==> config.mk <==
export PLATFORM = sky130hd
export DESIGN_NAME = drive_cyclic_telegram_timing
export DESIGN_NICKNAME = d
export VERILOG_FILES = /design/src/dct_pkg.sv /design/src/rec_fifo_if.sv /design/src/rec_fifo.sv /design/src/drive_cyclic_telegram_timing.sv
export VERILOG_INCLUDE_DIRS = /design/src
export SDC_FILE = /design/constraint.sdc
export NUM_CORES = 1
export LEC_CHECK = 0
export ABC_AREA = 1
export ABC_CLOCK_PERIOD_IN_PS = 4300
export BUFFER_PORTS_ARGS = -buffer_cell sky130_fd_sc_hd__clkbuf_2
export CAP_MARGIN = 5
export CORE_AREA = 4 4 227 229
export CTS_CLUSTER_SIZE = 12
export DETAILED_ROUTE_END_ITERATION = 6
export DIE_AREA = 0 0 231 233
export GPL_TIMING_DRIVEN = 0
export PLACE_DENSITY_LB_ADDON = 0.15
export RECOVER_POWER = 50
export SYNTH_ARGS = -nofsm -noshare
export SYNTH_HDL_FRONTEND = slang
export SYNTH_SLANG_ARGS = --single-unit
==> constraint.sdc <==
create_clock -name ref_clk_i -period 4.3 [get_ports ref_clk_i]
set_input_delay 0.215 -clock ref_clk_i [delete_from_list [all_inputs] [get_ports ref_clk_i]]
set_output_delay 0.215 -clock ref_clk_i [all_outputs]
set_load 0.01 [all_outputs]
==> src/dct_defs.svh <==
/*
  Register indices, reset values, limits and timing counts of the cyclic
  telegram timing block, as plain macros.
  Assumes a 10 MHz ref_clk_i; included by bare name wherever needed.
*/
`ifndef DCT_DEFS_SVH
`define DCT_DEFS_SVH

// parameter indices on the parameter access port
`define IDX_CYCLE_PERIOD 16'h0002
`define IDX_MIN_ANSWER_DELAY 16'h0003
`define IDX_TX_RX_GAP 16'h0004
`define IDX_FEEDBACK_PROCESS 16'h0005
`define IDX_ANSWER_SEND_OFFSET 16'h0006
`define IDX_FEEDBACK_CAPTURE 16'h0007
`define IDX_COMMAND_VALID 16'h0008
`define IDX_RECORD_BYTE_OFFSET 16'h0009
`define IDX_MASTER_DATA_LENGTH 16'h000A

// reset values, microseconds
`define RST_CYCLE_PERIOD 16'h07D0
`define RST_MIN_ANSWER_DELAY 16'h0028
`define RST_TX_RX_GAP 16'h0028
`define RST_FEEDBACK_PROCESS 16'h00C8
`define RST_UNSET 16'h0000

// limits
`define CYCLE_MIN_US 16'h03E8
`define CYCLE_MAX_US 16'h1F40
`define CYCLE_STEP_US 16'h03E8
`define INTERP_MAX_CYCLE_US 16'h0FA0
`define INTERP_STEP_US 16'h00FA
`define RECORD_OFFSET_MAX 16'hFFFB
`define DATA_LENGTH_MIN 16'h0004
`define DATA_LENGTH_MAX 16'hFFFE

// communication phases
`define PHASE_LOAD 3'h2
`define PHASE_RUN 3'h3
`define PHASE_OPERATE 3'h4

// time base
`define CLK_PERIOD_NS 100
`define MICROSECOND_NS 1000
`define CYCLES_PER_US ((`MICROSECOND_NS + `CLK_PERIOD_NS - 1) / `CLK_PERIOD_NS)

// record buffer
`define REC_FIFO_WIDTH 8
`define REC_FIFO_DEPTH 8

`endif

==> src/dct_pkg.sv <==
/*
  Types shared by the cyclic telegram timing block.
  Assumes nothing beyond a SystemVerilog compiler.
*/
`default_nettype none
package dct_pkg;

  // gray codes along idle -> seek -> take
  typedef enum logic [1:0] {
    MDT_IDLE = 2'b00,
    MDT_SEEK = 2'b01,
    MDT_TAKE = 2'b11
  } mdt_state_t;

  typedef struct packed {
    logic [2:0] phase_prev;
    logic [15:0] cycle_period;
    logic [15:0] answer_ofs;
    logic [15:0] fb_capture;
    logic [15:0] cmd_valid_time;
    logic [15:0] rec_ofs;
    logic [15:0] mdt_len;
    logic capture_set;
    logic [15:0] act_period;
    logic [15:0] act_answer;
    logic [15:0] act_capture;
    logic [15:0] act_cmd;
    logic [15:0] act_rec_ofs;
    logic [15:0] act_len;
    logic [3:0] presc;
    logic [15:0] us_cnt;
    logic [15:0] interp_cnt;
    mdt_state_t mdt_state;
    logic [15:0] mdt_idx;
    logic [15:0] rdata;
    logic ack;
    logic err;
    logic cycle_start;
    logic sync_missed;
    logic answer_start;
    logic fb_latch;
    logic cmd_valid;
    logic interp_step;
    logic interp_en;
    logic overflow;
  } timing_state_t;

endpackage
`default_nettype wire

==> src/rec_fifo_if.sv <==
/*
  Valid/ready carrier between the timing block and its record buffer.
  Assumes one clock for both sides.
*/
`default_nettype none
interface rec_fifo_if #(parameter int WIDTH = 8);
  logic push_valid;
  logic push_ready;
  logic [WIDTH-1:0] push_data;
  logic pop_valid;
  logic pop_ready;
  logic [WIDTH-1:0] pop_data;
  modport buffer (input push_valid, push_data, pop_ready,
                  output push_ready, pop_valid, pop_data);
  modport user (output push_valid, push_data, pop_ready,
                input push_ready, pop_valid, pop_data);
endinterface
`default_nettype wire

==> src/rec_fifo.sv <==
/*
  Shift-register FIFO for record bytes; head word, empty and full flags
  all come straight from flip-flops.
  Assumes synchronous push and pop on one clock, active-low async reset.
*/
`default_nettype none
module rec_fifo #(
  parameter int WIDTH = 8,
  parameter int DEPTH = 8
) (
  input wire logic ref_clk_i,
  input wire logic rstn_i,
  rec_fifo_if.buffer port
);
  localparam int CW = $clog2(DEPTH + 1);

  typedef struct packed {
    logic [DEPTH-1:0][WIDTH-1:0] mem;
    logic [CW-1:0] count;
    logic has_data;
    logic has_room;
  } fifo_state_t;

  fifo_state_t st, next_st;
  logic do_push, do_pop;
  logic [CW-1:0] wr_idx;

  assign do_push = port.push_valid && st.has_room;
  assign do_pop = port.pop_ready && st.has_data;
  assign port.push_ready = st.has_room;
  assign port.pop_valid = st.has_data;
  assign port.pop_data = st.mem[0];

  always_comb begin
    next_st = st;
    wr_idx = st.count;
    if (do_pop) begin
      for (int i = 0; i < DEPTH - 1; i++) begin
        next_st.mem[i] = st.mem[i+1];
      end
      wr_idx = st.count - CW'(1);
    end
    if (do_push) begin
      next_st.mem[wr_idx] = port.push_data;
    end
    next_st.count = st.count + CW'(do_push) - CW'(do_pop);
    next_st.has_data = (next_st.count != '0);
    next_st.has_room = (next_st.count != CW'(DEPTH));
  end

  always_ff @(posedge ref_clk_i or negedge rstn_i) begin
    if (!rstn_i) begin
      st <= '{mem: '0, count: '0, has_data: 1'b0, has_room: 1'b1};
    end else begin
      st <= next_st;
    end
  end
endmodule
`default_nettype wire

==> src/drive_cyclic_telegram_timing.sv <==
/*
  Drive-side timing and framing of the cyclic ring: phase-2 parameter
  store, microsecond cycle timer started by each sync end, answer /
  feedback / command / interpolation strobes, and record extraction from
  the master data telegram into a small FIFO.
  Assumes inputs synchronous to ref_clk_i (10 MHz), phase given by the
  ring controller, and a byte stream whose first byte is the address field.

// Functional notes
// - sequence repeats once per configured cycle period
// - cycle period 1 to 8 ms, whole ms
// - 250 us interpolation for 1 to 4 ms
// - minimum answer delay readable, default 40 us
// - answer-to-data gap readable, default 40 us
// - feedback processing time readable, default 200 us
// - answer starts at offset in phases 3, 4
// - feedback latched at capture time, bounded, defaulted
// - commands used from valid time, bounded
// - record found at byte offset from address
// - record offset loaded phase 2, used phase 3
// - length counts data field bytes only
// - data length loaded phase 2, used phase 3
*/
`default_nettype none
`include "dct_defs.svh"
module drive_cyclic_telegram_timing (
  input wire logic ref_clk_i,
  input wire logic rstn_i,
  input wire logic [2:0] comm_phase_i,
  input wire logic mst_end_i,
  input wire logic [7:0] mdt_byte_i,
  input wire logic mdt_valid_i,
  input wire logic mdt_sof_i,
  input wire logic [15:0] mdt_start_time_us_i,
  input wire logic [15:0] mdt_duration_us_i,
  input wire logic [15:0] cmd_process_time_us_i,
  input wire logic param_wr_i,
  input wire logic param_rd_i,
  input wire logic [15:0] param_idn_i,
  input wire logic [15:0] param_wdata_i,
  input wire logic rec_ready_i,
  output logic [15:0] param_rdata_o,
  output logic param_ack_o,
  output logic param_err_o,
  output logic cycle_start_o,
  output logic sync_missed_o,
  output logic answer_start_o,
  output logic feedback_latch_o,
  output logic cmd_valid_o,
  output logic interp_step_o,
  output logic interp_enable_o,
  output logic mdt_ready_o,
  output logic [7:0] rec_data_o,
  output logic rec_valid_o,
  output logic rec_overflow_o
);
  localparam logic [3:0] PRESCALE_LAST = 4'(`CYCLES_PER_US - 1);

  dct_pkg::timing_state_t st, next_st;

  rec_fifo_if #(.WIDTH(`REC_FIFO_WIDTH)) fifo_port ();

  rec_fifo #(
    .WIDTH(`REC_FIFO_WIDTH),
    .DEPTH(`REC_FIFO_DEPTH)
  ) u_rec_fifo (
    .ref_clk_i(ref_clk_i),
    .rstn_i(rstn_i),
    .port(fifo_port.buffer)
  );

  // range checks of each writable parameter
  logic cycle_ok, answer_ok, capture_ok;
  logic cmd_ok, rec_ok, len_ok;
  logic [16:0] answer_hi;
  logic [16:0] capture_sum;
  logic [17:0] cmd_lo;
  logic in_load, in_run, us_tick;
  logic phase3_entry, take_byte;
  logic [15:0] us_next;
  logic [15:0] interp_next;

  always_comb begin
    cycle_ok = (param_wdata_i >= `CYCLE_MIN_US) && (param_wdata_i <= `CYCLE_MAX_US)
      && ((param_wdata_i % `CYCLE_STEP_US) == 16'h0000);
    answer_hi = {1'b0, param_wdata_i} + {1'b0, `RST_TX_RX_GAP};
    answer_ok = (param_wdata_i > `RST_MIN_ANSWER_DELAY)
      && (answer_hi < {1'b0, mdt_start_time_us_i});
    capture_sum = {1'b0, param_wdata_i} + {1'b0, `RST_FEEDBACK_PROCESS};
    capture_ok = (capture_sum <= {1'b0, st.cycle_period});
    cmd_lo = {2'b00, mdt_start_time_us_i} + {2'b00, mdt_duration_us_i}
      + {2'b00, cmd_process_time_us_i};
    cmd_ok = (cmd_lo < {2'b00, param_wdata_i})
      && (param_wdata_i <= st.cycle_period);
    // an odd offset is never zero, so no separate nonzero test
    rec_ok = param_wdata_i[0]
      && (param_wdata_i <= `RECORD_OFFSET_MAX);
    len_ok = !param_wdata_i[0] && (param_wdata_i >= `DATA_LENGTH_MIN)
      && (param_wdata_i <= `DATA_LENGTH_MAX);
  end

  assign in_load = (comm_phase_i == `PHASE_LOAD);
  assign in_run = (comm_phase_i == `PHASE_RUN)
    || (comm_phase_i == `PHASE_OPERATE);
  assign phase3_entry = (comm_phase_i == `PHASE_RUN)
    && (st.phase_prev != `PHASE_RUN);
  assign us_tick = (st.presc == PRESCALE_LAST);
  assign us_next = st.us_cnt + 16'h0001;
  assign interp_next = st.interp_cnt + 16'h0001;

  // a record byte lies between the offset and the end of the data field
  assign take_byte = mdt_valid_i && !mdt_sof_i
    && (st.mdt_state == dct_pkg::MDT_TAKE);
  assign fifo_port.push_valid = take_byte;
  assign fifo_port.push_data = mdt_byte_i;
  assign fifo_port.pop_ready = rec_ready_i;

  always_comb begin
    next_st = st;
    next_st.phase_prev = comm_phase_i;
    next_st.ack = 1'b0;
    next_st.err = 1'b0;
    next_st.cycle_start = 1'b0;
    next_st.answer_start = 1'b0;
    next_st.fb_latch = 1'b0;
    next_st.cmd_valid = 1'b0;
    next_st.interp_step = 1'b0;

    // parameter access: writes only in phase 2 and only within limits
    if (param_wr_i) begin
      next_st.ack = 1'b1;
      if (!in_load) begin
        next_st.err = 1'b1;
      end else begin
        unique case (param_idn_i)
          `IDX_CYCLE_PERIOD: begin
            if (cycle_ok) begin
              next_st.cycle_period = param_wdata_i;
              // capture point follows its default until written
              if (!st.capture_set) begin
                next_st.fb_capture = param_wdata_i - `RST_FEEDBACK_PROCESS;
              end
            end else begin
              next_st.err = 1'b1;
            end
          end
          `IDX_ANSWER_SEND_OFFSET: begin
            if (answer_ok) next_st.answer_ofs = param_wdata_i;
            else next_st.err = 1'b1;
          end
          `IDX_FEEDBACK_CAPTURE: begin
            if (capture_ok) begin
              next_st.fb_capture = param_wdata_i;
              next_st.capture_set = 1'b1;
            end else begin
              next_st.err = 1'b1;
            end
          end
          `IDX_COMMAND_VALID: begin
            if (cmd_ok) next_st.cmd_valid_time = param_wdata_i;
            else next_st.err = 1'b1;
          end
          `IDX_RECORD_BYTE_OFFSET: begin
            if (rec_ok) next_st.rec_ofs = param_wdata_i;
            else next_st.err = 1'b1;
          end
          `IDX_MASTER_DATA_LENGTH: begin
            if (len_ok) next_st.mdt_len = param_wdata_i;
            else next_st.err = 1'b1;
          end
          default: begin
            // read-only figures and unknown indices refuse writes
            next_st.err = 1'b1;
          end
        endcase
      end
    end else if (param_rd_i) begin
      next_st.ack = 1'b1;
      unique case (param_idn_i)
        `IDX_CYCLE_PERIOD: next_st.rdata = st.cycle_period;
        `IDX_MIN_ANSWER_DELAY: next_st.rdata = `RST_MIN_ANSWER_DELAY;
        `IDX_TX_RX_GAP: next_st.rdata = `RST_TX_RX_GAP;
        `IDX_FEEDBACK_PROCESS: next_st.rdata = `RST_FEEDBACK_PROCESS;
        `IDX_ANSWER_SEND_OFFSET: next_st.rdata = st.answer_ofs;
        `IDX_FEEDBACK_CAPTURE: next_st.rdata = st.fb_capture;
        `IDX_COMMAND_VALID: next_st.rdata = st.cmd_valid_time;
        `IDX_RECORD_BYTE_OFFSET: next_st.rdata = st.rec_ofs;
        `IDX_MASTER_DATA_LENGTH: next_st.rdata = st.mdt_len;
        default: begin
          next_st.rdata = 16'h0000;
          next_st.err = 1'b1;
        end
      endcase
    end

    // loaded values take effect only on entry to phase 3, so a half-written
    // set in phase 2 never reaches the running timer
    if (phase3_entry) begin
      next_st.act_period = st.cycle_period;
      next_st.act_answer = st.answer_ofs;
      next_st.act_capture = st.fb_capture;
      next_st.act_cmd = st.cmd_valid_time;
      next_st.act_rec_ofs = st.rec_ofs;
      next_st.act_len = st.mdt_len;
    end

    next_st.interp_en = (st.act_period <= `INTERP_MAX_CYCLE_US);

    // microsecond timer referenced to the end of the sync telegram
    if (mst_end_i) begin
      next_st.presc = 4'h0;
      next_st.us_cnt = 16'h0000;
      next_st.interp_cnt = 16'h0000;
      next_st.cycle_start = 1'b1;
      next_st.sync_missed = 1'b0;
      next_st.interp_step = st.interp_en;
    end else begin
      next_st.presc = us_tick ? 4'h0 : st.presc + 4'h1;
      if (us_tick) begin
        next_st.us_cnt = us_next;
        next_st.interp_cnt = interp_next;
        if (interp_next == `INTERP_STEP_US) begin
          next_st.interp_cnt = 16'h0000;
          next_st.interp_step = st.interp_en;
        end
        if (in_run && (us_next == st.act_answer)) begin
          next_st.answer_start = 1'b1;
        end
        if (in_run && (us_next == st.act_capture)) begin
          next_st.fb_latch = 1'b1;
        end
        if (in_run && (us_next == st.act_cmd)) begin
          next_st.cmd_valid = 1'b1;
        end
        // no sync within one period: flag it and keep the cycle running;
        // >= also wraps a count left above a shorter newly active period
        if (us_next >= st.act_period) begin
          next_st.us_cnt = 16'h0000;
          next_st.interp_cnt = 16'h0000;
          next_st.cycle_start = 1'b1;
          next_st.sync_missed = 1'b1;
        end
      end
    end

    // master data telegram: index 0 is the address field, data follows
    if (mdt_valid_i) begin
      if (mdt_sof_i) begin
        next_st.mdt_idx = 16'h0000;
        next_st.overflow = 1'b0;
        next_st.mdt_state = (in_run && (st.act_rec_ofs == 16'h0001))
          ? dct_pkg::MDT_TAKE : dct_pkg::MDT_SEEK;
        if (!in_run) next_st.mdt_state = dct_pkg::MDT_IDLE;
      end else begin
        next_st.mdt_idx = st.mdt_idx + 16'h0001;
        unique case (st.mdt_state)
          dct_pkg::MDT_IDLE: begin
            next_st.mdt_state = dct_pkg::MDT_IDLE;
          end
          dct_pkg::MDT_SEEK: begin
            if (st.mdt_idx + 16'h0001 == st.act_rec_ofs - 16'h0001) begin
              next_st.mdt_state = dct_pkg::MDT_TAKE;
            end
            if (st.mdt_idx + 16'h0001 >= st.act_len) begin
              next_st.mdt_state = dct_pkg::MDT_IDLE;
            end
          end
          dct_pkg::MDT_TAKE: begin
            // the data field ends at index length; delimiters and crc excluded
            if (st.mdt_idx + 16'h0001 >= st.act_len) begin
              next_st.mdt_state = dct_pkg::MDT_IDLE;
            end
          end
          default: next_st.mdt_state = dct_pkg::MDT_IDLE;
        endcase
        if (take_byte && !fifo_port.push_ready) begin
          next_st.overflow = 1'b1;
        end
      end
    end
  end

  always_ff @(posedge ref_clk_i or negedge rstn_i) begin
    if (!rstn_i) begin
      st <= '{
        phase_prev: 3'h0,
        cycle_period: `RST_CYCLE_PERIOD,
        answer_ofs: `RST_UNSET,
        fb_capture: `RST_CYCLE_PERIOD - `RST_FEEDBACK_PROCESS,
        cmd_valid_time: `RST_UNSET,
        rec_ofs: `RST_UNSET,
        mdt_len: `RST_UNSET,
        capture_set: 1'b0,
        act_period: `RST_CYCLE_PERIOD,
        act_answer: `RST_UNSET,
        act_capture: `RST_CYCLE_PERIOD - `RST_FEEDBACK_PROCESS,
        act_cmd: `RST_UNSET,
        act_rec_ofs: `RST_UNSET,
        act_len: `RST_UNSET,
        presc: 4'h0,
        us_cnt: 16'h0000,
        interp_cnt: 16'h0000,
        mdt_state: dct_pkg::MDT_IDLE,
        mdt_idx: 16'h0000,
        rdata: 16'h0000,
        ack: 1'b0,
        err: 1'b0,
        cycle_start: 1'b0,
        sync_missed: 1'b0,
        answer_start: 1'b0,
        fb_latch: 1'b0,
        cmd_valid: 1'b0,
        interp_step: 1'b0,
        interp_en: 1'b1,
        overflow: 1'b0
      };
    end else begin
      st <= next_st;
    end
  end

  assign param_rdata_o = st.rdata;
  assign param_ack_o = st.ack;
  assign param_err_o = st.err;
  assign cycle_start_o = st.cycle_start;
  assign sync_missed_o = st.sync_missed;
  assign answer_start_o = st.answer_start;
  assign feedback_latch_o = st.fb_latch;
  assign cmd_valid_o = st.cmd_valid;
  assign interp_step_o = st.interp_step;
  assign interp_enable_o = st.interp_en;
  assign mdt_ready_o = fifo_port.push_ready;
  assign rec_data_o = fifo_port.pop_data;
  assign rec_valid_o = fifo_port.pop_valid;
  assign rec_overflow_o = st.overflow;
endmodule
`default_nettype wire

# Word-level counts from Yosys, hierarchy flattened

Cells that the tools add are included.

Bits of input ports: 99
Output and inout bits: 36
Logic and storage cells: 185
Flip-flop bits (word level): 346

Bitwise gates (word level): 1
Equal/unequal tests: 28
Add/subtract/negate cells: 13
Magnitude comparators: 15
Div/mod/pow operators: 1
Reductions and logical operators: 41
Multiplexer cells: 45

Operator list:

| cell                  | number |
|---|---|
| $pmux 16 s8           | 1 |
| $mux 56               | 2 |
| $bwmux 64             | 1 |
| $eq 16x16->1          | 4 |
| $eq 16x3->1 const B   | 4 |
| $mux 16               | 4 |
| $mux 32               | 2 |
| $add 16x1->16 const B | 3 |
| $eq 16x4->1 const B   | 3 |
| $mux 36               | 1 |
| $eq 16x2->1 const B   | 2 |
| $ge 16x16->1          | 2 |
| $le 16x16->1 const B  | 2 |
| $pmux 16 s2           | 1 |
| $demux 8 s3           | 1 |
| $reduce_and 4->1      | 6 |
| $add 17x16->18        | 1 |
| $logic_and 1x1->1     | 18 |
| $lt 18x16->1          | 1 |
| $mux 18               | 1 |
| $mux 2                | 9 |
| $add 16x16->17        | 1 |
| $add 16x6->17 const B | 1 |
| $add 16x8->17 const B | 1 |
| other kinds (45)      | 72 |

# Longest topological paths before layout

Gate-level depths: netlist of run 1.

Word-level depth: 8
Mapped depth: 47
Gate-level depth less buffers: 46

# Hierarchy

A second synthesis of run 1 with hierarchy kept.

Cells, all modules: 2,959
Area total of the unflattened synthesis: 22,612.9 um^2

By module, submodules not included:

| module                       | cells an instance | seq. area each (um^2) | area an instance (um^2) | instances |
|---|---|---|---|---|
| drive_cyclic_telegram_timing | 2,452             | 6,932.9               | 18,861.8                | 1 |
| rec_fifo                     | 507               | 1,752.9               | 3,751.1                 | 1 |

# Worst setup path after synthesis of run 1

OpenSTA, ideal clock, no wires.

Path type: input to register
From: input mdt_start_time_us_i[1]
To: register st[212] (netlist name)
Setup time: 0.142 ns
Required time: 4.158 ns
Arrival time: 4.071 ns
Setup slack: 0.087 ns
Buffers on the path: 1
Stages on the path: 28
Cell sequence: fa_1 -> ha_1 -> fa_1 -> nand3_1 -> nand2_1 -> a21oi_1 -> o21bai_1 -> a21oi_1 -> o21bai_1 -> a21oi_1 -> nor2_1 -> o21ai_0 -> inv_1 -> o21ai_0 -> nand2_1 -> xor2_1 -> ha_1 -> a21oi_1 -> o221ai_1 -> nand3_1 -> nand4_1 -> a31oi_1 -> nand2_1 -> nor2_1 -> nand4_1 -> clkbuf_1 -> nand2_1 -> o21ai_0

Cells in the longest elaborated chain, start to end: 5

Ends and longest elaborated chain:

| element                    | RTL line                            | text |
|---|---|---|
| start: declaration         | drive_cyclic_telegram_timing.sv:34  | `input wire logic [15:0] mdt_start_time_us_i,` |
| $add 16x16->17             | drive_cyclic_telegram_timing.sv:91  | `cmd_lo = {2'b00, mdt_start_time_us_i} + {2'b00, mdt_duration_us_i}` |
| $add 17x16->18             | drive_cyclic_telegram_timing.sv:92  | `+ {2'b00, cmd_process_time_us_i};` |
| $lt 18x16->1               | drive_cyclic_telegram_timing.sv:93  | `cmd_ok = (cmd_lo < {2'b00, param_wdata_i})` |
| $logic_and 1x1->1          | drive_cyclic_telegram_timing.sv:94  | `&& (param_wdata_i <= st.cycle_period);` |
| $reduce_and 4->1 (no line) | -                                   |  |
| end signal: assignment     | drive_cyclic_telegram_timing.sv:285 | `st <= '{` |
| end signal: assignment     | drive_cyclic_telegram_timing.sv:318 | `st <= next_st;` |
| end: declaration           | drive_cyclic_telegram_timing.sv:59  | `dct_pkg::timing_state_t st, next_st;` |

Every way passes these cells.
A chain may end at the register's enable or synchronous reset.

# Worst setup path after layout of run 1

From: input param_wdata_i[13]
To: register st[237] (netlist name)

Cells in the longest elaborated chain, start to end: 5
Elaborated cells between the ends (all ways): 11
Those cells by class: 1 x add/sub; 1 x div; 3 x order compare; 2 x eq/ne; 4 x reduce/logical

Ends and longest elaborated chain:

| element                                               | RTL line                                                               | text |
|---|---|---|
| start: declaration                                    | drive_cyclic_telegram_timing.sv:40                                     | `input wire logic [15:0] param_wdata_i,` |
| $mod 16x10->16 (no line) (tied with other cells)      | -                                                                      |  |
| $logic_not 16->1 or $logic_and 1x1->1 (tied branches) | drive_cyclic_telegram_timing.sv:85, drive_cyclic_telegram_timing.sv:84 |  |
| $logic_and 1x1->1                                     | drive_cyclic_telegram_timing.sv:84                                     | `` cycle_ok = (param_wdata_i >= `CYCLE_MIN_US) && (param_wdata_i <= `CYCLE_MAX_US) `` |
| $ne 2x2->1 (no line)                                  | -                                                                      |  |
| $reduce_and 6->1 (no line) *                          | -                                                                      |  |

Mark *: on every way between the ends. The rest lies on a longest branch, timed or not.

==> results of run 1 <==
-- registers in the layout, summed over array words and instances, names as in the netlist, 8 cells and up --
| signal | count |
|---|---|
| st | 250 |
| u_rec_fifo.st | 60 |
| param_rdata_o | 16 |
| u_rec_fifo.port.pop_data | 8 |
-- per-layer routing --
| layer | track usage, % | vias to the layer above |
|---|---|---|
| li1 | - | 9658 |
| met1 | 33.6 | 9492 |
| met4 | 6.84 | 2 |
| met5 | 0 | - |
| met3 | 2.40 | 117 |
| met2 | 39.8 | 567 |
-- timing repair --
item                       in CTS  in global routing
cloned                          2                  5
buffers inserted               19                 38
hold buffers                   17                  0
hold endpoints to repair       58                  0
pin swaps                      36                 63
setup endpoints to repair      74                 98
resized for setup              83                189
-- cells in the final DEF (no fill, tap or decap), drive strengths merged, types with 4 or more instances in the layout --
| cell type | n |
|---|---|
| a2111oi | 5 |
| a211oi | 8 |
| a21boi | 4 |
| a21o | 4 |
| a21oi | 67 |
| a31oi | 11 |
| buf | 100 |
| clkbuf | 268 |
| clkinv | 9 |
| dfrtp | 324 |
| dfstp | 22 |
| dlygate4sd3 | 17 |
| fa | 18 |
| ha | 124 |
| inv | 413 |
| nand2 | 651 |
| nand3 | 131 |
| nand3b | 5 |
| nand4 | 36 |
| nor2 | 168 |
| nor3 | 57 |
| nor4 | 16 |
| o2111ai | 4 |
| o211ai | 6 |
| o21a | 5 |
| o21ai | 360 |
| o21bai | 9 |
| o22ai | 68 |
| o31ai | 7 |
| or2 | 11 |
| xnor2 | 29 |
| xor2 | 105 |
-- worst max-delay path by stage --
stage | startpoint | depth (start not counted) | end | slack, ns
global placement | rstn_i | 1 | st[260]$_DFFE_PN0P_ | -4.52
global route | param_wdata_i[14] | 43 | st[269]$_DFFE_PN0P_ | -0.23
finish | param_wdata_i[13] | 38 | st[237]$_DFFE_PN0P_ | 0.02
floorplan | mdt_start_time_us_i[1] | 28 | st[212]$_DFFE_PN0P_ | 0.09
detailed placement | param_wdata_i[11] | 37 | st[240]$_DFFE_PN0P_ | -1.02
CTS | st[60]$_DFFE_PN0P_ | 23 | st[74]$_DFFE_PN0P_ | 0.009
-- area by class of cell --
cell class / count / area, µm²
Tap cell: 672 / 841
Buffer: 107 / 567
Timing Repair Buffer: 214 / 1400
Clock inverter: 6 / 80.1
Sequential cell: 346 / 8690
Multi-Input combinational cell: 1932 / 12000
Clock buffer: 64 / 1170
Inverter: 417 / 1600
Fill cell: 4746 / 23300
-- critical path, delay by kind of cell --
family          cells  cell delay, ns
simple gates       31            3.39
compound gates      3            0.69
buf+inv             4            0.38
-- power breakdown --
part	internal [mW]	leakage (nW)	switching [mW]
sequential	3.43	4.64	0.0986
clock	1.93	0.613	1.36
combinational	0.858	6.90	1.43
-- kinds of logic (layout without fill, tap and decap cells) --
logic type	Yosys count	in the layout
adder cells (fa/ha/maj)	142	142
AO/OA/AOI/OAI	572	572
AND/OR/NAND/NOR	1080	1083
flip-flops	346	346
multiplexers	1	1
XOR/XNOR	134	134
buffers and inverters	528	808
-- per-stage QoR --
stage               hold WS [ns]  area (µm²)  setup TNS, ns
floorplan                -0.0806       22000              0
global placement           0.364       23500       -1550.66
detailed placement         0.192       23600         -58.12
CTS                       0.0700       25500              0
global route              0.0593       26300         -13.40
finish                    0.0647       26300              0
==> impl_metrics.env, run 1 <==
export IMPL_wl_met2_um=31400
export IMPL_layout_cells_non_filler=3758
export IMPL_r2r_start="st[26]$_DFFE_PN0P_"
export IMPL_cts_root_buf="clkbuf_16"
export IMPL_synth_top_family_by_area="simple AND/OR/NAND/NOR gates"
export IMPL_synth_compound_gate_area_share_pct=14.6
export IMPL_ios=135
export IMPL_io_buffers=133
export IMPL_synth_xor_area_share_pct=5.34
export IMPL_overflow=0
export IMPL_synth_most_common_cell="nand2_1"
export IMPL_cpMaxStageDelayCell="o211ai_1"
export IMPL_wl_per_cell_um=17.8
export IMPL_synth_enable_flop_cells=0
export IMPL_dieArea_um2=53800
export IMPL_min_period_ns=4.28
export IMPL_routed_top_layer="met5"
export IMPL_routed_via_count=19800
export IMPL_syn_num_nets=3044
export IMPL_avgSynthCellArea_um2=7.84
export IMPL_m1WireLength_um=29800
export IMPL_placed_cells=3611
export IMPL_syn_to_final_growth_pct=19.8
export IMPL_worstSetupStartpointType="input port"
export IMPL_crit_type="input port to flop"
export IMPL_holdPathStages=3
export IMPL_hpwl_um=50100
export IMPL_holdCritPathClass="input port to flop"
export IMPL_synth_top_area_cell="dfrtp_1"
export IMPL_rsz0062_at_grt="yes"
export IMPL_timing_final_crit_share_pct=99.5
export IMPL_synth_common_cells="610 x nand2_1, 385 x inv_1, 337 x o21ai_0"
export IMPL_dr_pass1_iters=6
export IMPL_p_per_area_nw_per_um2=346
export IMPL_die_x_um=231
export IMPL_status="finished, violations left"
export IMPL_drtIter0Drc=1869
export IMPL_netlist_instances=2803
export IMPL_nNetsFinal=3297
export IMPL_cap_violations=1
export IMPL_cp_data_required_time_ns=4.73
export IMPL_grt_pass1_vias=18800
export IMPL_violations="max-capacitance violations, max-slew violations"
export IMPL_met3_length_um=3710
export IMPL_clk_pin_slew_ns=0.06
export IMPL_drv_slew=44
export IMPL_p_leak_nw=12.2
export IMPL_relSlewSlack_pct=-74.3
export IMPL_path_max_fanout=8
export IMPL_critPathCaptureType="flop"
export IMPL_tritoncts="yes"
export IMPL_die_h_um=233
export IMPL_synth_area_leaders="dfrtp_1 37%, nand2_1 10%, o21ai_0 7.7%"
export IMPL_seq_area_frac_synth_pct=39.5
export IMPL_dpl_worst_slack_ns=-1.02
export IMPL_post_route_util_pct=53.0
export IMPL_grt_pass1_wl_um=103000
export IMPL_critPathArrivalTime_ns=4.71
export IMPL_ys_ff_latch=346
export IMPL_tightest_slew_ns=2.62
export IMPL_clk_latency_ns=0.55
export IMPL_worstReg2RegEnd="st[43]$_DFFE_PN0P_"
export IMPL_drt_total_wl_um=67000
export IMPL_initial_core_util_pct=44.3
export IMPL_holdCritStartpoint="param_wdata_i[9]"
export IMPL_ir_drop_mv=0.255
export IMPL_synthAdderAreaFrac_pct=8.70
export IMPL_fin_total_pwr_mw=9.10
export IMPL_synth_top_cell_area_share_pct=36.9
export IMPL_fmax_ghz=0.234
export IMPL_cts_sinks=346
export IMPL_hold_viol_final=0
export IMPL_grt_max_degree=108
export IMPL_fin_skew_ns=0.0206
export IMPL_timing_final_ws_setup_ns=0.0205
export IMPL_postRouteAntennaNets=0
export IMPL_drc_errors=0
export IMPL_max_stage_delay_ns=0.26
export IMPL_yosys_cell_types_count=65
export IMPL_grt_total_usage_pct=24.0
export IMPL_synthArstFlopShare_pct=100
export IMPL_viasPerCell=5.28
export IMPL_r2r_slack_ns=0.28
export IMPL_synth_area_um2=22000
export IMPL_antenna_cells=0
export IMPL_synth_mux_area_share_pct=0.0512
export IMPL_drive_above_1_share_pct=16.7
export IMPL_synth_simple_gate_area_share_pct=22.2
export IMPL_yosys_warnings=0
export IMPL_ys_flop_type="dfrtp_1"
export IMPL_holdPathEnd="st[218]$_DFFE_PN0P_"
export IMPL_htree_levels=2
export IMPL_setup_viol_count_final=0
export IMPL_routabilityCongestion=0.911
export IMPL_rr_worst_depth=19
export IMPL_row_count=82
export IMPL_core_area_um2=49700
export IMPL_antenna_found_initial=1
export IMPL_numCtsBuffers=38
export IMPL_clockBufferDepth=3
Power figures use the tool's default switching activity.
==> run 2: changes to the inputs <==
==> constraint.sdc (replaced) <==
create_clock -name ref_clk_i -period 4.3 [get_ports ref_clk_i]
set_input_delay 0.215 -clock ref_clk_i [delete_from_list [all_inputs] [get_ports ref_clk_i]]
set_output_delay 0.215 -clock ref_clk_i [all_outputs]
set_load 0.005 [all_outputs]
==> run 2 against run 1 <==
Compared with the run above: the run still ends with max-capacitance violations, max-slew violations left; clock power barely moved; count of clock-buffer cells in the layout did not move; critical path depth fell by 1; total power fell by 0.12%; routed wire length barely moved; hold slack got worse by 0.0023 ns; clock skew rose by 0.00074 ns; utilization barely moved; sequential power barely moved; first-iteration DRC count fell by 6.3%; combinational power barely moved; setup slack improved by 0.0074 ns; critical path type unchanged; largest cell class unchanged; highest routed layer unchanged.
==> impl_metrics.env, run 2 (synthesized netlist as in run 1, its figures left out) <==
export IMPL_status="finished, violations left"
export IMPL_violations="max-capacitance violations, max-slew violations"
export IMPL_switching_share_pct=31.6
export IMPL_crit_type="input port to flop"
export IMPL_wl_per_cell_um=17.8
export IMPL_rr_worst_depth=19
export IMPL_r2r_start="st[26]$_DFFE_PN0P_"
export IMPL_hold_viol_final=0
export IMPL_fmax_ghz=0.234
export IMPL_p_sw_mw=2.87
export IMPL_largest_reg_flops=250
export IMPL_io_buffers=133
export IMPL_drtIter0Drc=1751
export IMPL_final_cell_mix="547 x nand2_1, 383 x inv_1, 323 x dfrtp_1"
export IMPL_clk_latency_ns=0.54
export IMPL_holdCritPathClass="input port to flop"
export IMPL_max_stage_delay_ns=0.26
export IMPL_cts_sinks=346
export IMPL_holdPathEnd="st[218]$_DFFE_PN0P_"
export IMPL_r2r_slack_ns=0.29
export IMPL_placed_cells=3611
export IMPL_viasPerCell=5.28
export IMPL_initial_core_util_pct=44.3
export IMPL_cpMaxStageDelayCell="o211ai_1"
export IMPL_intPower_mw=6.22
export IMPL_fin_skew_ns=0.0213
export IMPL_antenna_found_initial=1
export IMPL_fin_total_pwr_mw=9.09
export IMPL_path_max_fanout=8
export IMPL_layout_cells_non_filler=3758
export IMPL_drv_slew=44
export IMPL_tightest_slew_ns=2.65
export IMPL_dieArea_um2=53800
export IMPL_timing_final_crit_share_pct=99.4
export IMPL_setup_viol_count_final=0
export IMPL_power_frac_comb_pct=25.1
export IMPL_hpwl_um=50100
export IMPL_cap_violations=1
export IMPL_dr_pass1_iters=7
export IMPL_crit_top_cell="nand2_4"
export IMPL_worstReg2RegEnd="st[43]$_DFFE_PN0P_"
export IMPL_ir_drop_mv=0.256
export IMPL_rsz0062_at_grt="yes"
export IMPL_die_x_um=231
export IMPL_cp_data_required_time_ns=4.70
export IMPL_row_count=82
export IMPL_core_area_um2=49700
export IMPL_fill_cells=4735
export IMPL_cts_root_buf="clkbuf_16"
export IMPL_holdPathStages=3
export IMPL_drt_total_wl_um=67000
export IMPL_grt_pass1_vias=18800
export IMPL_holdCritStartpoint="param_wdata_i[9]"
export IMPL_worstSetupStartpointType="input port"
export IMPL_htree_levels=2
export IMPL_grt_total_usage_pct=24.0
export IMPL_p_leak_nw=12.2
export IMPL_final_common_cell="nand2_1"
export IMPL_nNetsFinal=3297
export IMPL_antenna_cells=0
export IMPL_critPathArrivalTime_ns=4.67
export IMPL_grt_pass1_wl_um=103000
export IMPL_p_per_area_nw_per_um2=345
export IMPL_numCtsBuffers=38
export IMPL_clockBufferDepth=3
export IMPL_die_h_um=233
export IMPL_postRouteAntennaNets=0
export IMPL_drc_errors=0
export IMPL_critPathCaptureType="flop"
export IMPL_syn_to_final_growth_pct=19.9
export IMPL_clk_pin_slew_ns=0.06
export IMPL_seqPwrFrac_pct=38.8
export IMPL_routabilityCongestion=0.911
export IMPL_placement_cell_area_um2=23600
export IMPL_dpl_worst_slack_ns=-1.02
export IMPL_fin_area_um2=26300
export IMPL_routed_via_count=19800
export IMPL_tritoncts="yes"
export IMPL_timing_final_ws_setup_ns=0.0278
export IMPL_relSlewSlack_pct=-77.0
export IMPL_drive_above_1_share_pct=17.3
export IMPL_ios=135
export IMPL_clkPwrFrac_pct=36.1
export IMPL_overflow=0
export IMPL_post_route_util_pct=53.1
export IMPL_largest_register="st"
export IMPL_min_period_ns=4.27
export IMPL_grt_max_degree=108
## run 2: cell count changes in the layout (fill, tap and decap cells not counted)
cell and change:
buf_4 -13, clkbuf_1 -18, clkbuf_2 +18, clkbuf_4 +13, dfstp_1 +1, dfstp_2 -1
## run 2: through the flow
stage | hold slack, ns | TNS, ns
4_1_cts | 0.0700 | 0
2_1_floorplan | -0.0806 | 0
5_1_grt | 0.0593 | -13.40
6_report | 0.0624 | 0
3_5_place_dp | 0.192 | -58.12
3_3_place_gp | 0.364 | -1550.66
## run 2: worst max path at each step
stage | startpoint | to | slack (ns)
final | param_wdata_i[13] | st[269]$_DFFE_PN0P_ | 0.03
after global routing | param_wdata_i[14] | st[269]$_DFFE_PN0P_ | -0.23
after global placement | rstn_i | st[260]$_DFFE_PN0P_ | -4.52
after floorplan | mdt_start_time_us_i[1] | st[212]$_DFFE_PN0P_ | 0.09
after CTS | st[60]$_DFFE_PN0P_ | st[74]$_DFFE_PN0P_ | 0.009
after detailed placement | param_wdata_i[11] | st[240]$_DFFE_PN0P_ | -1.02
## run 2: final cells by class
cell class | instances | area, µm² | share of cell area [%]
well taps | 672 | 841 | 3.19
clock buffers | 64 | 1170 | 4.44
flip-flops and latches | 346 | 8690 | 33.0
inverters | 417 | 1600 | 6.06
plain buffers | 107 | 567 | 2.15
multi-input cells | 1932 | 12000 | 45.5
clock inverters | 6 | 80.1 | 0.304
repair buffers | 214 | 1420 | 5.40
## run 2: power groups by stage
stage / Combinational, mW / Sequential, mW / Clock (mW)
after global placement: 1.94 / 3.59 / 0
final: 2.28 / 3.53 / 3.28
after floorplan: 1.45 / 3.56 / 0
after detailed placement: 2.00 / 3.59 / 0
after global routing: 2.57 / 3.55 / 3.47
after CTS: 2.14 / 3.53 / 3.34
## run 2: what timing repair did
item | in CTS | in global routing
hold buffers | 17 | 0
gates cloned | 2 | 5
setup buffers | 19 | 38
hold endpoints to repair | 58 | 0
pin swaps | 36 | 63
gates resized for setup | 83 | 189
endpoints found under the setup margin | 74 | 98
## run 2: routing by layer
metal | vias up | wire [µm] | track usage [%]
met5 | - | 16 | 0
met4 | 2 | 2090 | 6.84
met3 | 113 | 3630 | 2.40
met2 | 572 | 31300 | 39.8
met1 | 9486 | 29900 | 33.6
li1 | 9669 | - | -
## run 2: worst max-delay path, delay by kind of cell
family | cells | cell delay (ns)
compound gates | 4 | 0.73
buf+inv | 5 | 0.60
simple gates | 28 | 3.09
==> run 3: changes to the inputs <==
--- a/config.mk
+++ b/config.mk
@@ -10,10 +10,10 @@
 export ABC_CLOCK_PERIOD_IN_PS = 4300
 export BUFFER_PORTS_ARGS = -buffer_cell sky130_fd_sc_hd__clkbuf_2
 export CAP_MARGIN = 5
-export CORE_AREA = 4 4 227 229
+export CORE_AREA = 2 2 202 204
 export CTS_CLUSTER_SIZE = 12
 export DETAILED_ROUTE_END_ITERATION = 6
-export DIE_AREA = 0 0 231 233
+export DIE_AREA = 0 0 204 206
 export GPL_TIMING_DRIVEN = 0
 export PLACE_DENSITY_LB_ADDON = 0.15
 export RECOVER_POWER = 50
==> run 3 against run 2 <==
Compared with the run above: the run ends with max-capacitance violations, max-slew violations, negative setup slack left; utilization grew 11 points; setup slack lost 0.052 ns; largest power group unchanged; hold slack got worse by 0.014 ns; die area shrank 22%; count of clock-buffer cells in the layout decreased by 4; sequential cell count is the same; largest cell class unchanged.
==> impl_metrics.env, run 3 (synthesized netlist as in run 1, its figures left out) <==
export IMPL_status="finished, violations left"
export IMPL_violations="max-capacitance violations, max-slew violations, negative setup slack"
export IMPL_overflow=0
export IMPL_cpMaxStageDelayCell="o21ai_4"
export IMPL_routabilityCongestion=0.996
export IMPL_min_period_ns=4.32
export IMPL_dieArea_um2=42000
export IMPL_io_buffers=133
export IMPL_crit_top_cell="nand2_4"
export IMPL_clk_pin_slew_ns=0.05
export IMPL_crit_type="input port to flop"
export IMPL_fin_area_um2=25800
export IMPL_drc_errors=0
export IMPL_tightest_slew_ns=2.83
export IMPL_die_h_um=206
export IMPL_largest_reg_flops=250
export IMPL_cts_root_buf="clkbuf_16"
export IMPL_holdCritPathClass="input port to asynchronous set/reset pin"
export IMPL_hold_viol_final=0
export IMPL_cp_data_required_time_ns=4.68
export IMPL_critPathCaptureType="flop"
export IMPL_row_count=74
export IMPL_viasPerCell=5.57
export IMPL_timing_final_crit_share_pct=101
export IMPL_max_stage_delay_ns=0.21
export IMPL_grt_max_degree=118
export IMPL_nNetsFinal=3291
export IMPL_setup_viol_count_final=3
export IMPL_syn_to_final_growth_pct=17.6
export IMPL_ir_drop_mv=0.279
export IMPL_numCtsBuffers=37
export IMPL_drtIter0Drc=1699
export IMPL_fin_skew_ns=0.0295
export IMPL_drt_total_wl_um=65000
export IMPL_initial_core_util_pct=54.7
export IMPL_drv_slew=229
export IMPL_drive_above_1_share_pct=16.5
export IMPL_final_cell_mix="554 x nand2_1, 381 x inv_1, 323 x dfrtp_1"
export IMPL_p_per_area_nw_per_um2=344
export IMPL_p_leak_nw=12.1
export IMPL_cap_violations=2
export IMPL_antenna_cells=0
export IMPL_htree_levels=2
export IMPL_postRouteAntennaNets=0
export IMPL_placement_cell_area_um2=23400
export IMPL_clk_latency_ns=0.55
export IMPL_largest_register="st"
export IMPL_dpl_worst_slack_ns=-0.890
export IMPL_grt_total_usage_pct=30.7
export IMPL_antenna_found_initial=0
export IMPL_layout_cells_non_filler=3608
export IMPL_rsz0062_at_grt="yes"
export IMPL_fin_total_pwr_mw=8.90
export IMPL_final_common_cell="nand2_1"
export IMPL_clockBufferDepth=3
export IMPL_path_max_fanout=8
export IMPL_routed_via_count=20100
export IMPL_tritoncts="yes"
export IMPL_critPathArrivalTime_ns=4.70
export IMPL_hpwl_um=47500
export IMPL_timing_final_ws_setup_ns=-0.0239
export IMPL_relSlewSlack_pct=-88.6
export IMPL_core_area_um2=40200
export IMPL_cts_sinks=346
export IMPL_dr_pass1_iters=5
export IMPL_worstSetupStartpointType="input port"
export IMPL_die_x_um=204
export IMPL_ios=135
export IMPL_grt_pass1_vias=19200
export IMPL_fill_cells=3510
export IMPL_grt_pass1_wl_um=101000
export IMPL_placed_cells=3471
export IMPL_fmax_ghz=0.231
export IMPL_wl_per_cell_um=18.0
-- run 3: path summary, 6_finish.rpt --
kind                                startpoint                  end  slack, ns  cells past startpoint
hold / removal                          rstn_i   st[33]$_DFFE_PN0P_       0.05                      2
setup / recovery             param_wdata_i[10]  st[260]$_DFFE_PN0P_      -0.02                     44
max in group asynchronous               rstn_i  st[271]$_DFFE_PN0P_       0.73                      4
min in group ref_clk_i        param_wdata_i[1]  st[226]$_DFFE_PN0P_       0.08                      3
setup reg to reg            st[26]$_DFFE_PN0P_   st[43]$_DFFE_PN0P_       0.43                     19
hold reg to reg            st[234]$_DFFE_PN1P_  st[234]$_DFFE_PN1P_       0.46                      2
-- run 3: critical path, delay by kind of cell --
| kind | cells | cell delay [ns] |
|---|---|---|
| AND/OR/NAND/NOR | 32 | 3.18 |
| buffers and inverters | 9 | 0.87 |
| AO/OA/AOI/OAI | 3 | 0.43 |
-- run 3: final cells by class --
cell class,count,area (µm²),share of cell area (%)
inverters,417,1580,6.11
well taps,532,666,2.58
plain buffers,109,599,2.32
flip-flops and latches,346,8690,33.6
clock inverters,5,31.3,0.121
multi-input cells,1932,11800,45.8
clock buffers,60,1120,4.35
repair buffers,207,1330,5.14
-- run 3: metal layers --
layer	track usage, %	part of all wire [%]
met3	3.48	6.3
met1	41.8	44
met4	13.4	4.3
met2	49.8	46
met5	0	0
-- run 3: power by group --
group / total, mW / switching (mW) / internal [mW]
sequential: 3.53 / 0.0996 / 3.43
combinational: 2.28 / 1.42 / 0.854
clock: 3.09 / 1.30 / 1.79
-- run 3: repair_timing --
item                                   CTS  global route
endpoints found under the hold margin  238             0
cloned                                   5             2
resized for setup                       84           145
pin swaps                               36            66
setup buffers                           29            21
hold buffers                            17             0
setup endpoints to repair               74            91
-- run 3: through the flow --
step	setup TNS (ns)	hold slack, ns	util, %
floorplan	0	-0.0806	-
global placement	-1488.09	0.362	58.0
detailed placement	-46.00	0.0425	58.2
CTS	0	0.0494	63.0
global route	-11.94	0.0740	64.3
finish	-0.0509	0.0487	64.3
